==> config.mk <==
export PLATFORM = sky130hd
export DESIGN_NAME = periodic_timer
export DESIGN_NICKNAME = d
export VERILOG_FILES = /design/src/pkg/ptimer_pkg.sv /design/src/rtl/periodic_timer.sv
export SDC_FILE = /design/constraint.sdc
export NUM_CORES = 1
export LEC_CHECK = 0
export ABC_AREA = 1
export ABC_CLOCK_PERIOD_IN_PS = 2100
export BUFFER_PORTS_ARGS = -buffer_cell sky130_fd_sc_hd__buf_4
export CORE_MARGIN = 8
export CORE_UTILIZATION = 42
export CTS_BUF_LIST = sky130_fd_sc_hd__clkbuf_4
export DETAILED_ROUTE_END_ITERATION = 6
export HOLD_SLACK_MARGIN = 0.12
export PLACE_DENSITY = 0.74
export RECOVER_POWER = 50
export SLEW_MARGIN = 25
export SYNTH_ARGS = -nofsm -noshare
export SYNTH_HDL_FRONTEND = slang
export SYNTH_SLANG_ARGS = --single-unit
==> constraint.sdc <==
create_clock -name ref_clk -period 2.1 [get_ports ref_clk]
set_input_delay 0.105 -clock ref_clk [delete_from_list [all_inputs] [get_ports ref_clk]]
set_output_delay 0.105 -clock ref_clk [all_outputs]
set_load 0.05 [all_outputs]
==> src/pkg/ptimer_pkg.sv <==
// package for the periodic timer and free counter block
// assumes a single 20 MHz reference clock and the plain register port
package ptimer_pkg;
    localparam int ADDR_W = 8;
    localparam logic [ADDR_W-1:0] OFS_CONFIG = 8'h8C;
    localparam logic [ADDR_W-1:0] OFS_COUNT = 8'h90;
    localparam logic [ADDR_W-1:0] OFS_IRQ_STATUS = 8'h94;
    localparam logic [ADDR_W-1:0] OFS_IRQ_MASK = 8'h98;
    localparam logic [ADDR_W-1:0] OFS_FREE = 8'h9C;
    localparam int ENABLE_BIT = 29;
    localparam int PRELOAD_MSB = 15;
    localparam logic [15:0] PRELOAD_RESET = 16'hFFFF;
    localparam logic [15:0] COUNT_RESET = 16'hFFFF;
    localparam logic [15:0] COUNT_ZERO = 16'h0000;
    localparam logic [31:0] FREE_RESET = 32'h0000_0000;
    localparam int WRAP_FLAG_BIT = 0;
    // timing: tick period and reference clock rate
    localparam int TICK_PERIOD_NS = 100000;
    localparam int CLK_PERIOD_NS = 50;
    localparam int TICK_CYCLES = TICK_PERIOD_NS / CLK_PERIOD_NS;
    localparam int FREE_CLEAR_NS = 160;
    localparam int FREE_CLEAR_CYCLES = FREE_CLEAR_NS / CLK_PERIOD_NS;
    typedef struct packed {
        logic wr;
        logic rd;
        logic [ADDR_W-1:0] addr;
        logic [31:0] wdata;
    } reg_req_type;
endpackage

==> src/rtl/periodic_timer.sv <==
// periodic down timer with 100 us tick, free up counter, and irq status/mask
// assumes one clock ref_clk and a single-cycle strobe register master
// Contract
// RULE1: a 16-bit programmable down timer produces recurring events.
// RULE2: the timer steps down once per 100 us tick.
// RULE3: setting enable copies preload into the current count.
// RULE4: preload becomes FFFFh at reset and when enable falls.
// RULE5: current count resets to FFFFh.
// RULE6: at 0000h the timer wraps to FFFFh, sets flag, keeps counting.
// RULE7: irq asserts only when the wrap enable is set; flag always sets.
// RULE8: wrap flag is sticky and cleared by writing one.
// RULE9: a preload write immediately replaces the current count.
// RULE10: enable clear halts the timer; enable set runs it.
// RULE11: config holds enable at bit 29, preload at 15:0, rest reserved.
// RULE12: a 32-bit up counter runs independently and is readable.
// RULE13: free counter clears in reset and adds one every cycle after.
// RULE14: free counter rolls over from all ones to zero.
// RULE15: free counter never raises an interrupt or status.
// RULE16: free counter is cleared within 160 ns of reset.
// RULE17: a prescaler makes the tick, restarting while disabled.
// RULE18: count reads are live, reserved bits zero, no side effect.
module periodic_timer (
    input wire logic ref_clk,
    input wire logic srst,
    input wire ptimer_pkg::reg_req_type regReq,
    output logic [31:0] regRdata,
    output logic irqOut
);
    logic enable_r;
    logic [15:0] preload_r;
    logic [15:0] count_r;
    logic [15:0] count_nxt;
    logic [11:0] prescale_r;
    logic wrapFlag_r;
    logic wrapMask_r;
    logic [31:0] free_r;
    logic [31:0] rdata_r;
    logic irq_r;

    // address decode, shared by both strobes
    function automatic logic hit(input logic [ptimer_pkg::ADDR_W-1:0] a,
                                 input logic [ptimer_pkg::ADDR_W-1:0] ofs);
        return a == ofs;
    endfunction

    wire cfgWr = regReq.wr && hit(regReq.addr, ptimer_pkg::OFS_CONFIG);
    wire staWr = regReq.wr && hit(regReq.addr, ptimer_pkg::OFS_IRQ_STATUS);
    wire mskWr = regReq.wr && hit(regReq.addr, ptimer_pkg::OFS_IRQ_MASK);
    wire newEnable = regReq.wdata[ptimer_pkg::ENABLE_BIT];
    wire [15:0] newPreload = regReq.wdata[ptimer_pkg::PRELOAD_MSB:0];
    // enable falling by software write
    wire enableFall = cfgWr && enable_r && !newEnable;
    wire enableRise = cfgWr && !enable_r && newEnable;
    // RULE17 tick prescaler
    wire tick = enable_r && (prescale_r == 12'(ptimer_pkg::TICK_CYCLES - 1));
    // RULE6 wrap detect
    wire wrapEvt = tick && (count_r == ptimer_pkg::COUNT_ZERO);

    // next count: writes win over counting so a load is never lost
    always_comb begin
        count_nxt = count_r;
        // RULE9 preload write reloads
        if (cfgWr) begin
            count_nxt = newPreload;
        // RULE2 step per tick
        end else if (tick) begin
            count_nxt = count_r - 16'h0001;
        end
    end

    // RULE17 prescaler restarts while halted so first tick is a full period
    always_ff @(posedge ref_clk) begin
        if (srst || !enable_r || tick || enableRise) begin
            prescale_r <= 12'h000;
        end else begin
            prescale_r <= prescale_r + 12'h001;
        end
    end

    // RULE11 config register: enable and preload
    always_ff @(posedge ref_clk) begin
        if (srst) begin
            enable_r <= 1'b0;
        end else if (cfgWr) begin
            enable_r <= newEnable;
        end
    end

    // RULE4 preload forced on reset and on enable fall
    always_ff @(posedge ref_clk) begin
        if (srst || enableFall) begin
            preload_r <= ptimer_pkg::PRELOAD_RESET;
        end else if (cfgWr) begin
            preload_r <= newPreload;
        end
    end

    // RULE1 16-bit down counter register
    // RULE5 count reset value; RULE3 load on enable; RULE10 halts when clear
    always_ff @(posedge ref_clk) begin
        if (srst) begin
            count_r <= ptimer_pkg::COUNT_RESET;
        end else begin
            count_r <= count_nxt;
        end
    end

    // RULE8 sticky flag, set wins over a write-one clear
    always_ff @(posedge ref_clk) begin
        if (srst) begin
            wrapFlag_r <= 1'b0;
        end else if (wrapEvt) begin
            wrapFlag_r <= 1'b1;
        end else if (staWr && regReq.wdata[ptimer_pkg::WRAP_FLAG_BIT]) begin
            wrapFlag_r <= 1'b0;
        end
    end

    // RULE7 wrap irq enable bit, reset to masked
    always_ff @(posedge ref_clk) begin
        if (srst) begin
            wrapMask_r <= 1'b0;
        end else if (mskWr) begin
            wrapMask_r <= regReq.wdata[ptimer_pkg::WRAP_FLAG_BIT];
        end
    end

    // RULE7 gated level irq
    always_ff @(posedge ref_clk) begin
        if (srst) begin
            irq_r <= 1'b0;
        end else begin
            irq_r <= (wrapFlag_r || wrapEvt) && wrapMask_r;
        end
    end

    // RULE12 independent up counter
    // RULE13 free counter, cleared in reset; RULE14 natural rollover
    always_ff @(posedge ref_clk) begin
        if (srst) begin
            free_r <= ptimer_pkg::FREE_RESET;
        end else begin
            free_r <= free_r + 32'h0000_0001;
        end
    end

    // RULE18 live read mux, reserved bits zero, unmapped reads zero
    wire selCfg = hit(regReq.addr, ptimer_pkg::OFS_CONFIG);
    wire selCnt = hit(regReq.addr, ptimer_pkg::OFS_COUNT);
    wire selSta = hit(regReq.addr, ptimer_pkg::OFS_IRQ_STATUS);
    wire selMsk = hit(regReq.addr, ptimer_pkg::OFS_IRQ_MASK);
    wire selFree = hit(regReq.addr, ptimer_pkg::OFS_FREE);
    wire rdMapped = selCfg || selCnt || selSta || selMsk || selFree;
    wire [31:0] cfgRead = {2'b00, enable_r, 13'h0000, preload_r};
    wire [31:0] rdSel =
        selCfg ? cfgRead :
        selCnt ? {16'h0000, count_r} :
        selSta ? {31'h0000_0000, wrapFlag_r} :
        selMsk ? {31'h0000_0000, wrapMask_r} :
        selFree ? free_r : 32'h0000_0000;

    // read data valid only in the cycle after the strobe
    always_ff @(posedge ref_clk) begin
        if (srst || !regReq.rd) begin
            rdata_r <= 32'h0000_0000;
        end else begin
            rdata_r <= rdSel;
        end
    end

    assign regRdata = rdata_r;
    assign irqOut = irq_r;

    // assertions: free counter group
    // the full 32-bit rollover is too far away for a test, so the low byte carry stands in

    // RULE13 free counter steps every cycle
    AST_FREE_INC: assert property (@(posedge ref_clk) disable iff (srst) // RULE13
        !$past(srst) |-> free_r == $past(free_r) + 32'h0000_0001)
        else $error("free counter did not increment");

    // RULE16 cleared one edge into reset
    AST_FREE_CLEAR: assert property (@(posedge ref_clk) // RULE16
        srst |=> free_r == 32'h0000_0000)
        else $error("free counter not cleared by reset");

    // RULE14 full rollover
    AST_FREE_ROLL: assert property (@(posedge ref_clk) disable iff (srst) // RULE14
        free_r == 32'hFFFF_FFFF ##1 !srst |-> free_r == 32'h0000_0000)
        else $error("free counter did not roll over");

    // RULE14 low byte carry
    AST_FREE_CARRY: assert property (@(posedge ref_clk) disable iff (srst) // RULE14
        free_r[7:0] == 8'hFF |=> free_r[7:0] == 8'h00)
        else $error("free counter low byte did not carry");

    // RULE12 free counter read is live
    AST_READ_FREE: assert property (@(posedge ref_clk) disable iff (srst) // RULE12
        regReq.rd && selFree |=> regRdata == $past(free_r))
        else $error("free counter read not live");

    // RULE15 irq only rises from the wrap flag path
    AST_IRQ_SRC: assert property (@(posedge ref_clk) disable iff (srst) // RULE15
        $rose(irqOut) |-> $past(wrapFlag_r || wrapEvt))
        else $error("irq rose without a timer wrap");

    // assertions: timer count and prescaler group

    // RULE5 count and preload reset values
    AST_COUNT_RESET: assert property (@(posedge ref_clk) // RULE5
        srst |=> count_r == 16'hFFFF && preload_r == 16'hFFFF)
        else $error("count or preload reset value wrong");

    // RULE6 wrap reloads and flags
    AST_WRAP: assert property (@(posedge ref_clk) disable iff (srst) // RULE6
        wrapEvt && !cfgWr |=> count_r == 16'hFFFF && wrapFlag_r)
        else $error("wrap did not reload and flag");

    // RULE9 preload write replaces count
    AST_PRELOAD_WR: assert property (@(posedge ref_clk) disable iff (srst) // RULE9
        cfgWr |=> count_r == $past(newPreload))
        else $error("preload write did not replace count");

    // RULE3 enable rise loads the preload
    AST_LOAD_ON_ENABLE: assert property (@(posedge ref_clk) disable iff (srst) // RULE3
        enableRise |=> count_r == $past(newPreload) && enable_r)
        else $error("enable did not load the preload");

    // RULE10 halted count holds
    AST_HALT: assert property (@(posedge ref_clk) disable iff (srst) // RULE10
        !enable_r && !cfgWr |=> $stable(count_r))
        else $error("halted timer changed count");

    // RULE2 one step per tick
    AST_STEP: assert property (@(posedge ref_clk) disable iff (srst) // RULE2
        tick && !cfgWr && count_r != ptimer_pkg::COUNT_ZERO
        |=> count_r == $past(count_r) - 16'h0001)
        else $error("tick did not step the count");

    // RULE2 no step between ticks
    AST_NO_STEP: assert property (@(posedge ref_clk) disable iff (srst) // RULE2
        !tick && !cfgWr |=> $stable(count_r))
        else $error("count moved without a tick");

    // RULE2 ticks are spread apart
    AST_TICK_SPACING: assert property (@(posedge ref_clk) disable iff (srst) // RULE2
        tick |=> !tick [*8])
        else $error("ticks too close");

    // RULE17 prescaler stays in range
    AST_PRESCALE_RANGE: assert property (@(posedge ref_clk) disable iff (srst) // RULE17
        prescale_r <= 12'(ptimer_pkg::TICK_CYCLES - 1))
        else $error("prescaler out of range");

    // RULE17 prescaler restarts while halted
    AST_PRESCALE_HOLD: assert property (@(posedge ref_clk) disable iff (srst) // RULE17
        !enable_r |=> prescale_r == 12'h000)
        else $error("prescaler ran while halted");

    // assertions: configuration group

    // RULE4 enable fall presets preload
    AST_FALL_PRESET: assert property (@(posedge ref_clk) disable iff (srst) // RULE4
        enableFall |=> preload_r == 16'hFFFF && !enable_r)
        else $error("preload not preset on enable fall");

    // RULE4 preload only moves on a write
    AST_PRELOAD_HOLD: assert property (@(posedge ref_clk) disable iff (srst) // RULE4
        !cfgWr |=> $stable(preload_r))
        else $error("preload changed without a write");

    // RULE11 enable follows the written bit
    AST_ENABLE_WR: assert property (@(posedge ref_clk) disable iff (srst) // RULE11
        cfgWr |=> enable_r == $past(newEnable))
        else $error("enable did not take the written bit");

    // RULE10 enable only moves on a write
    AST_ENABLE_HOLD: assert property (@(posedge ref_clk) disable iff (srst) // RULE10
        !cfgWr |=> $stable(enable_r))
        else $error("enable changed without a write");

    // RULE11 reserved config bits read zero
    AST_READ_RSVD: assert property (@(posedge ref_clk) disable iff (srst) // RULE11
        regReq.rd && selCfg |=> regRdata[31:30] == 2'b00 && regRdata[28:16] == 13'h0000)
        else $error("reserved config bits not zero");

    // RULE11 config fields read back
    AST_CFG_READ: assert property (@(posedge ref_clk) disable iff (srst) // RULE11
        regReq.rd && selCfg |=> regRdata[ptimer_pkg::ENABLE_BIT] == $past(enable_r)
        && regRdata[15:0] == $past(preload_r))
        else $error("config fields read back wrong");

    // RULE18 count read is live
    AST_READ_CNT: assert property (@(posedge ref_clk) disable iff (srst) // RULE18
        regReq.rd && selCnt |=> regRdata == {16'h0000, $past(count_r)})
        else $error("count read not live");

    // RULE18 unmapped reads return zero
    AST_UNMAPPED: assert property (@(posedge ref_clk) disable iff (srst) // RULE18
        regReq.rd && !rdMapped |=> regRdata == 32'h0000_0000)
        else $error("unmapped read not zero");

    // RULE18 read data only after a strobe
    AST_READ_IDLE: assert property (@(posedge ref_clk) disable iff (srst) // RULE18
        !regReq.rd |=> regRdata == 32'h0000_0000)
        else $error("read data without a strobe");

    // assertions: status, mask and irq group

    // RULE8 flag sticky until cleared
    AST_STICKY: assert property (@(posedge ref_clk) disable iff (srst) // RULE8
        wrapFlag_r && !(staWr && regReq.wdata[ptimer_pkg::WRAP_FLAG_BIT]) |=> wrapFlag_r)
        else $error("wrap flag lost without clear");

    // RULE8 write one clears the flag
    AST_FLAG_CLEAR: assert property (@(posedge ref_clk) disable iff (srst) // RULE8
        staWr && regReq.wdata[ptimer_pkg::WRAP_FLAG_BIT] && !wrapEvt |=> !wrapFlag_r)
        else $error("write one did not clear the flag");

    // RULE8 set wins over a same cycle clear
    AST_SET_WINS: assert property (@(posedge ref_clk) disable iff (srst) // RULE8
        wrapEvt |=> wrapFlag_r)
        else $error("wrap did not set the flag");

    // RULE6 flag only rises on a wrap
    AST_FLAG_SRC: assert property (@(posedge ref_clk) disable iff (srst) // RULE6
        $rose(wrapFlag_r) |-> $past(wrapEvt))
        else $error("flag set without a wrap");

    // RULE8 status read shows the flag
    AST_STATUS_READ: assert property (@(posedge ref_clk) disable iff (srst) // RULE8
        regReq.rd && selSta |=> regRdata == {31'h0000_0000, $past(wrapFlag_r)})
        else $error("status read wrong");

    // RULE7 mask follows its write
    AST_MASK_WR: assert property (@(posedge ref_clk) disable iff (srst) // RULE7
        mskWr |=> wrapMask_r == $past(regReq.wdata[ptimer_pkg::WRAP_FLAG_BIT]))
        else $error("mask did not take the written bit");

    // RULE7 mask only moves on a write
    AST_MASK_HOLD: assert property (@(posedge ref_clk) disable iff (srst) // RULE7
        !mskWr |=> $stable(wrapMask_r))
        else $error("mask changed without a write");

    // RULE7 irq needs the enable
    AST_IRQ_GATE: assert property (@(posedge ref_clk) disable iff (srst) // RULE7
        irqOut |-> $past(wrapMask_r))
        else $error("irq without enable");

    // RULE7 unmasked flag raises irq
    AST_IRQ_SET: assert property (@(posedge ref_clk) disable iff (srst) // RULE7
        wrapFlag_r && wrapMask_r |=> irqOut)
        else $error("unmasked flag did not raise irq");

    // RULE7 masked flag keeps irq low
    AST_IRQ_CLEAR: assert property (@(posedge ref_clk) disable iff (srst) // RULE7
        !wrapMask_r |=> !irqOut)
        else $error("irq high while masked");

    // RULE8 reset clears status, mask, enable and outputs
    AST_STATE_RESET: assert property (@(posedge ref_clk) // RULE8
        srst |=> !wrapFlag_r && !wrapMask_r && !enable_r && !irqOut
        && regRdata == 32'h0000_0000)
        else $error("reset did not clear status state");

    // main scenarios
    COV_WRAP: cover property (@(posedge ref_clk) disable iff (srst) wrapEvt);
    COV_IRQ: cover property (@(posedge ref_clk) disable iff (srst) $rose(irqOut));
    COV_CLEAR_SET: cover property (@(posedge ref_clk) disable iff (srst)
        wrapEvt && staWr);
    COV_FALL: cover property (@(posedge ref_clk) disable iff (srst) enableFall);
    COV_FREE_CARRY: cover property (@(posedge ref_clk) disable iff (srst)
        free_r[7:0] == 8'hFF);
endmodule // periodic_timer

==> results of run 1 <==
[what timing repair did]
action,4_1_cts,5_1_grt
resized for setup,0,3
hold buffers,29,0
buffers inserted,0,3
hold endpoints to repair,62,0
endpoints found under the setup margin,0,3
[synthesized netlist by cell type]
cell type / number / share of area, %
nand4_1: 9 / 1.1
dfxtp_1: 112 / 42
or2_2: 1 / 0.12
a21oi_1: 38 / 3.6
buf_6: 6 / 1.3
xnor2_1: 2 / 0.33
o21bai_1: 12 / 1.7
or2_0: 1 / 0.12
nor3_2: 3 / 0.56
nand2_4: 2 / 0.42
nand3b_1: 1 / 0.14
nor2_1: 118 / 8.3
nor2_4: 5 / 1.1
o21ai_0: 46 / 4.3
clkinv_1: 1 / 0.070
xor2_1: 3 / 0.49
o22ai_1: 1 / 0.12
clkbuf_2: 1 / 0.094
nand3_1: 76 / 7.1
o21ai_1: 4 / 0.37
buf_2: 5 / 0.47
inv_1: 100 / 7.0
nor3_1: 17 / 1.6
nor3b_1: 2 / 0.28
buf_4: 2 / 0.28
inv_2: 1 / 0.070
o211ai_1: 7 / 0.98
ha_1: 3 / 0.70
nand2_1: 202 / 14
nand2_2: 2 / 0.23
a211oi_2: 1 / 0.23
nand3_4: 1 / 0.33
clkbuf_1: 7 / 0.49
[stage by stage]
step / cell area, um^2 / cells / setup slack, ns
global route: 6250 / 1059 / 0.0130
CTS: 6370 / 1056 / 0.0461
finish: 6250 / 1059 / 0.0770
floorplan: 5340 / 792 / 0.648
global placement: 5950 / 1012 / 0.434
detailed placement: 5950 / 1012 / 0.400
[power by group]
part / internal [mW] / leakage (nW) / switching [mW]
combinational: 0.0860 / 1.62 / 0.0860
clock: 0.379 / 0.0720 / 0.665
sequential: 2.13 / 0.904 / 0.00682
total: 2.60 / 2.59 / 0.757
[final cells by class]
class	count	area share (%)
Clock buffer	11	1.32
Inverter	102	6.12
Sequential cell	112	35.9
Clock inverter	4	0.740
Tap cell	172	3.44
Multi-Input combinational cell	557	41.2
Timing Repair Buffer	101	11.3
[worst max path at each step]
| stage | to | startpoint | slack, ns |
|---|---|---|---|
| 6_report | preload_r[3]$_SDFFE_PP1P_ | regReq[33] | 0.08 |
| 5_1_grt | preload_r[3]$_SDFFE_PP1P_ | regReq[33] | 0.01 |
| 4_1_cts | preload_r[3]$_SDFFE_PP1P_ | regReq[33] | 0.05 |
| 3_5_place_dp | count_r[11]$_SDFFE_PP1P_ | prescale_r[0]$_SDFF_PP0_ | 0.40 |
| 3_3_place_gp | count_r[11]$_SDFFE_PP1P_ | prescale_r[0]$_SDFF_PP0_ | 0.43 |
| 2_1_floorplan | count_r[0]$_SDFFE_PP1P_ | prescale_r[0]$_SDFF_PP0_ | 0.65 |
[flip-flops by register name, indices dropped and copies added, names as in the netlist]
signal / flops
free_r: 32
prescale_r: 12
regRdata: 32
wrapMask_r: 1
irqOut: 1
wrapFlag_r: 1
preload_r: 16
enable_r: 1
count_r: 16
[critical path, stage by stage]
cell	delay, ns
dlygate4sd3_1	0.56
clkbuf_4	0.14
inv_1	0.07
nand2_2	0.08
nor2_4	0.25
nand2_4	0.09
nor2_4	0.36
nand2_1	0.14
nand3_1	0.11
dlygate4sd3_1	0.55
[layer usage]
layer / GRT usage (%) / wire length (um)
met1: 19.8 / 6010
met2: 29.4 / 6590
met3: 4.84 / 665
met4: 5.94 / 310
met5: 0 / 0
[kinds of logic (layout without fill, tap and decap cells)]
kind of cell	count (synthesis)	count (layout)	synth area share, %
buffers and inverters	123	218	9.76
xor gates and xnor gates	5	5	0.820
adders and majority gates	3	3	0.702
DFF	112	112	42.0
and+or+nand+nor	440	440	35.5
AOI/OAI and AO/OA	109	109	11.3
==> impl_results.md, run 1 <==
- Yosys warns: 0
- CTS tree: yes
- Layout cells sized above 1: 7.44%
- Post-DP HPWL: 10200 um
- Die Width: 129 um
- Clock sink count: 112
- Routed WL per cell: 12.8 um
- WL final: 13600 um
- Type of the worst setup path: in2reg
- Via count: 5215
- Slew headroom: 11.6%
- Chip Height: 129 um
- First-pass GRT wire length: 22900 um
- Final Max Slew Viols: 0
- Reg2reg setup slack: 0.21 ns
- First-pass DRT Iterations: 5
- Row count: 41
- Vias in the first global route: 4939
- Count of distinct cell types in the synthesized netlist: 33
- Yosys reg bits: 112
- Fill count: 1317
- Ant diodes: 0
- R2R cell count: 7
- Final nets: 930
- Post-layout minimum cycle time: 2.02 ns
- Status: complete, no violations
- Sequential cell area: 2240 um^2
- Pwr Density: 537 nW/um^2
- DR iter-0 viols: 389
- Hold Slack: 0.142 ns
- Final Util: 50.0%
- RSZ-0062 raised after global routing: no
- Initial antenna violation count: 0
- Hold Path Class: in2reg
- Deepest clock path buffer count: 2
- Startpoint types: input port
- CTS root buffer: clkbuf_4
- Max Cap Viol: 0
- CTS Buf Count: 9
- Critical R2R Capture: free_r[19]$_SDFF_PP0_
- Total chip power: 3.36 mW
- Final ANT Viol Nets: 0
- Critical path capture point type: flop
- I/O Buffers: 61
- Global-route usage over all layers: 17.1%
- Worst reg2reg path startpoint: free_r[0]$_SDFF_PP0_
- Fmax: 0.494 GHz
- Leak: 2.59 nW
- Hold_sp: regReq[36]
- CP Max Fanout: 19
- Post-Syn Nets: 839
- Cells after Synth: 792
- Starting Density: 42.7%
- H-tree depth: 3
- Final period util: 96.3%
- Worst-path clk slew: 0.16 ns
- Commonest non-fill, non-tap cell in the layout: nand2_1
- Largest net degree at the start of global routing: 30
- # setup viols final: 0
- Hold Path End: enable_r$_SDFFE_PP0P_
- Most frequent cells in the layout: nand2_1 (201), nor2_1 (119), dfxtp_1 (112)
- Ports: 77
- Cell count of the worst hold path: 7
- Setup TNS Final: 0 ns
- Core area: 12500 um^2
- Grt ovf: 0
- Sequential area share after synthesis: 42.0%
- Multi-input gate area: 2570 um^2
- Layout Skew: 0.0175 ns
- Worst Tran Pin Value: 1.33 ns
- RePlAce Congestion: 0.970
- Crit path required time: 2.55 ns
- Die area: 16600 um^2
- Worst-skew pair later-pin latency: 0.50 ns
- Average cell area after synthesis: 6.75 um^2
- Cell area after synthesis: 5340 um^2
- Peak VDD IR: 0.401 mV
- CP arrival: 2.47 ns
- Synth-to-layout area growth: 17.0%
- Vias/cell: 4.92
- Post-route DRC violation count: 0
- Final Hold Fails: 0
Power figures use the tool's default switching activity.
==> run 2, diff against run 1 <==
BUFFER_PORTS_ARGS = not set   (was -buffer_cell sky130_fd_sc_hd__buf_4)
DONT_BUFFER_PORTS = 1   (was not set)
PLACE_DENSITY = 0.68   (was 0.74)
==> run 2 against run 1 <==
Against the previous run:
- die area unchanged
- first-iteration DRC count decreased by 2.1%
- count of clock-buffer cells in the layout increased by 1
- total power increased by 0.19%
- largest cell class unchanged
- combinational power decreased by 14%
==> impl_results.md, run 2 (synthesized netlist as in run 1, its figures left out) <==
- Met3 WL post-DR: 726 um
- DP Worst Slack: 0.389 ns
- Clock sink count: 112
- Layout Skew: 0.0177 ns
- Worst reg2reg path startpoint: free_r[0]$_SDFF_PP0_
- Post-DP HPWL: 10100 um
- Clock power share: 31.9%
- Gate power share: 4.4%
- WL final: 13700 um
- Internal Pwr Total: 2.60 mW
- Flop pwr share: 63.7%
- Crit path cell chain: dlygate4sd3_1, buf_12, inv_1, buf_6, nand3_1, dlygate4sd3_1, o21ai_0, dlygate4sd3_1
- Fmax: 0.491 GHz
- Hold Path Class: in2reg
- Hold_sp: regReq[36]
- H-tree depth: 3
- Final Util: 48.0%
- Max Cap Viol: 0
- Worst path depth: 8
- R2R cell count: 7
- Deepest clock path buffer count: 2
- Row count: 41
- Fin worst setup slack: 0.0618 ns
- Setup TNS Final: 0 ns
- Layout cells sized above 1: 4.57%
- Global-route usage over all layers: 17.3%
- Vias/cell: 4.97
- Post-layout minimum cycle time: 2.04 ns
- Largest net degree at the start of global routing: 33
- Critical R2R Capture: free_r[23]$_SDFF_PP0_
- CTS tree: yes
- Via count: 4989
- CP max stage delay: 0.58 ns
- CP arrival: 2.44 ns
- Met1 Wirelength: 6140 um
- Final nets: 873
- DR iter-0 viols: 381
- DP Area: 5480 um^2
- Core area: 12500 um^2
- NetSw: 0.764 mW
- Worst-path clk slew: 0.16 ns
- Final period util: 97.1%
- Fill count: 1326
- Grt ovf: 0
- Final Max Slew Viols: 0
- First-pass DRT Iterations: 6
- Final ANT Viol Nets: 0
- Type of the worst setup path: in2reg
- Buffers & Inverters on Critical Path: 6
- Slowest cell on the critical path: dlygate4sd3_1
- CTS root buffer: clkbuf_4
- Pwr Density: 559 nW/um^2
- Initial antenna violation count: 1
- Placed cells: 949
- Reg2reg setup slack: 0.26 ns
- Startpoint types: input port
- Die area: 16600 um^2
- Worst-skew pair later-pin latency: 0.49 ns
- Peak VDD IR: 0.482 mV
- Commonest non-fill, non-tap cell in the layout: nand2_1
- Leak: 2.44 nW
- RePlAce Congestion: 0.904
- Sw frac: 22.7%
- I/O Buffers: 0
- Ports: 77
- CP Max Fanout: 32
- CP most frequent cell: dlygate4sd3_1
- Die Width: 129 um
- Routed WL per cell: 13.7 um
- CTS Buf Count: 9
- Cell count of the worst hold path: 6
- Hold Path End: preload_r[11]$_SDFFE_PP1P_
- Vias in the first global route: 4783
- Synth-to-layout area growth: 12.5%
- Post-route DRC violation count: 0
- Most frequent cells in the layout: nand2_1 (202), nor2_1 (119), dfxtp_1 (112)
- Final Hold Fails: 0
- Starting Density: 42.7%
- Status: complete, no violations
- Crit path required time: 2.50 ns
- Critical path capture point type: flop
- Routed wl met2: 6660 um
- First-pass GRT wire length: 22800 um
- Top routing layer used: met4
- Top cell family by delay on the critical path: buffers and inverters
- Final cell count without fillers: 1004
- Chip Height: 129 um
- Worst Tran Pin Value: 0.668 ns
- Final Cell Area: 6010 um^2
- # setup viols final: 0
- Slew headroom: 55.3%
==> run 2: cell types whose count changed in the layout (fill, tap and decap cells not counted), sizes merged <==
cell          previous run  this run
clkbuf                  48        12
buf                     36         7
dlygate4sd3             27        37
clkinv                   4         3
clkinvlp                 0         1
diode                    0         1
dlymetal6s4s             1         0
==> run 2: timing repair <==
action	4_1_cts	5_1_grt
setup endpoints to repair	0	2
endpoints found under the hold margin	96	0
setup buffers	0	0
resized for setup	0	3
hold buffers	38	0
==> run 2: final cells by class <==
type | count | area, um^2 | area share (%)
Clock buffer | 12 | 90.1 | 1.50
Antenna cell | 1 | 2.50 | 0.0416
Clock inverter | 4 | 45.0 | 0.749
Timing Repair Buffer | 44 | 452 | 7.51
Multi-Input combinational cell | 557 | 2580 | 43.0
Inverter | 102 | 383 | 6.37
Sequential cell | 112 | 2240 | 37.3
Tap cell | 172 | 215 | 3.58
==> run 2: how the worst max path moves through the flow <==
stage	from	slack, ns	to
after floorplan	prescale_r[0]$_SDFF_PP0_	0.65	count_r[0]$_SDFFE_PP1P_
after global placement	prescale_r[0]$_SDFF_PP0_	0.43	count_r[11]$_SDFFE_PP1P_
after detailed placement	prescale_r[0]$_SDFF_PP0_	0.39	count_r[11]$_SDFFE_PP1P_
after CTS	regReq[32]	0.09	wrapFlag_r$_SDFFE_PP0P_
after global routing	regReq[35]	-0.008	preload_r[4]$_SDFFE_PP1P_
final	srst	0.06	wrapMask_r$_SDFFE_PP0P_
==> run 2: power groups by stage <==
stage               logic [mW]  clock network (mW)  registers, mW
floorplan               0.0671                   0           2.19
global placement        0.0750                   0           2.19
detailed placement      0.0753                   0           2.19
CTS                      0.143                1.11           2.14
global route             0.163                1.19           2.15
finish                   0.148                1.07           2.14
==> run 2: worst min-delay path, cell delays in order <==
cell	delay, ns
inv_1	0.02
nand2_1	0.10
nor2_4	0.07
nand3_4	0.20
nand2_1	0.08
nand3_1	0.07
==> run 2: routing by layer <==
| layer | up-vias | global-route usage (%) |
|---|---|---|
| met5 | - | 0 |
| met4 | 0 | 5.74 |
| met3 | 16 | 4.10 |
| met2 | 131 | 29.8 |
| met1 | 2255 | 20.8 |
| li1 | 2587 | - |
==> run 2: metrics by stage <==
step	total power, mW	hold slack, ns
2_1_floorplan	2.25	0.231
3_5_place_dp	2.26	0.179
4_1_cts	3.40	0.136
5_1_grt	3.50	0.222
3_3_place_gp	2.26	0.178
6_report	3.36	0.193
==> run 3, diff against run 2 <==
CORE_UTILIZATION = 44   (was 42)
CTS_CLUSTER_SIZE = 30   (was not set)
PLACE_DENSITY = 0.71   (was 0.68)
==> run 3 against run 2 <==
Against the previous run:
- total power fell by 5.8%
- highest routed layer unchanged
- worst setup slack got worse by 0.022 ns
- die area down 4.0%
- sequential share of layout area grew 0.31 points
- largest power group unchanged
- design area is 0.81% lower
- wire length rose by 0.11%
- final cell count decreased by 2.1%
- worst hold slack got worse by 0.0052 ns
- sequential power barely moved
==> impl_results.md, run 3 (synthesized netlist as in run 1, its figures left out) <==
- Clock sink count: 112
- Grt ovf: 0
- Met1 Use GR: 20.5%
- Gate power share: 4.4%
- Final Util: 50.1%
- Sw frac: 23.7%
- Hold Slack: 0.188 ns
- H-tree depth: 3
- Layout Skew: 0.0178 ns
- Most frequent cells in the layout: nand2_1 (203), nor2_1 (116), dfxtp_1 (112)
- Commonest non-fill, non-tap cell in the layout: nand2_1
- Critical R2R Capture: wrapFlag_r$_SDFFE_PP0P_
- Chip Height: 126 um
- Die area: 15900 um^2
- RePlAce Congestion: 0.932
- Final Hold Fails: 0
- Leak: 2.45 nW
- Buffers & Inverters on Critical Path: 4
- Top cell family by delay on the critical path: buffers and inverters
- Type of the worst setup path: in2reg
- First-pass DRT Iterations: 7
- Critical path capture point type: flop
- Row count: 40
- Vias in the first global route: 4815
- Setup TNS Final: 0 ns
- Vias/cell: 5.12
- Global-route usage over all layers: 17.7%
- Status: complete, no violations
- WL final: 13700 um
- Largest net degree at the start of global routing: 33
- Max Cap Viol: 0
- Worst-skew pair later-pin latency: 0.49 ns
- Ports: 77
- CP Max Fanout: 2
- CTS tree: yes
- Post-layout minimum cycle time: 2.06 ns
- Initial antenna violation count: 0
- Worst reg2reg path startpoint: count_r[0]$_SDFFE_PP1P_
- Hold Path Class: in2reg
- CP max stage delay: 0.61 ns
- # setup viols final: 0
- Routed WL per cell: 14.0 um
- Met3 usage: 4.98%
- Pwr Density: 531 nW/um^2
- Crit path required time: 2.54 ns
- CTS Buf Count: 9
- DR iter-0 viols: 335
- Crit path cell chain: dlygate4sd3_1, inv_1, nor3_1, dlygate4sd3_1, nand3_1, nand3_1, dlygate4sd3_1, nor2_1, nor2_1
- Final Max Slew Viols: 0
- R2R cell count: 9
- Slowest cell on the critical path: dlygate4sd3_1
- Slew headroom: 59.6%
- Peak VDD IR: 0.476 mV
- Reg2reg setup slack: 0.18 ns
- NetSw: 0.752 mW
- CP most frequent cell: dlygate4sd3_1
- Met2 GRT Util: 30.3%
- Synth-to-layout area growth: 11.6%
- Worst-path clk slew: 0.16 ns
- Startpoint types: input port
- Layout cells sized above 1: 5.02%
- CTS root buffer: clkbuf_4
- Cell count of the worst hold path: 5
- Die Width: 126 um
- Post-route DRC violation count: 0
- Deepest clock path buffer count: 2
- Hold_sp: regReq[34]
- CP arrival: 2.50 ns
- Clock power share: 27.9%
- Final ANT Viol Nets: 0
- First-pass GRT wire length: 22900 um
- Worst Tran Pin Value: 0.604 ns
- Flop pwr share: 67.6%
- Post-DP HPWL: 9950 um
- Starting Density: 44.9%
- Ant diodes: 0
- Critical Path Source: regReq[34]
- Via count: 5035
- Core area: 11900 um^2
- I/O Buffers: 0
- Fmax: 0.485 GHz
- Final nets: 879
- Gr busiest metal: met2
- Internal Pwr Total: 2.42 mW
- RSZ-0062 raised after global routing: no
- Final period util: 98.1%
- Hold Path End: preload_r[1]$_SDFFE_PP1P_
run 3: area by class of cell:
type	instances	area (um^2)
Sequential cell	112	2240
Clock inverter	6	27.5
Tap cell	147	184
Timing Repair Buffer	50	474
Multi-Input combinational cell	557	2580
Fill cell	1195	5950
Clock buffer	9	67.6
Inverter	102	383
run 3: worst max-delay path by stage:
stage	slack [ns]	endpoint	cells after the start
2_1_floorplan	0.65	count_r[0]$_SDFFE_PP1P_	7
3_3_place_gp	0.45	count_r[11]$_SDFFE_PP1P_	9
3_5_place_dp	0.41	count_r[11]$_SDFFE_PP1P_	9
4_1_cts	0.06	wrapFlag_r$_SDFFE_PP0P_	9
5_1_grt	0.02	regRdata[0]$_SDFF_PP0_	9
6_report	0.04	regRdata[0]$_SDFF_PP0_	9
run 3: what timing repair did:
action	in CTS	in global routing
endpoints found under the setup margin	0	2
resized for setup	0	4
endpoints found under the hold margin	85	0
hold buffers	38	0
setup buffers	0	6
run 3: routing by layer:
metal  share of wire [%]  vias up
li1                    -     2595
met1                  43     2247
met2                  48      163
met3                 6.1       30
met4                 2.3        0
met5                   0        -
run 3: power by group through the flow:
stage                     combinational [mW]  clock (mW)  sequential, mW
after global placement                0.0735           0            2.19
after detailed placement              0.0746           0            2.19
after global routing                   0.155       0.989            2.14
after CTS                              0.138       0.912            2.14
after floorplan                       0.0671           0            2.19
final                                  0.141       0.885            2.14
run 3: worst min-delay path, delay by kind of cell:
kind	cells	cell delay, ns
AND/OR/NAND/NOR	5	0.55
run 3: through the flow:
step,total power [mW],worst slack [ns],instance area [um^2],cells
floorplan,2.25,0.648,5340,792
global placement,2.26,0.454,5430,924
detailed placement,2.26,0.410,5430,924
CTS,3.19,0.0574,5920,977
global route,3.29,0.0194,5960,983
finish,3.17,0.0401,5960,983
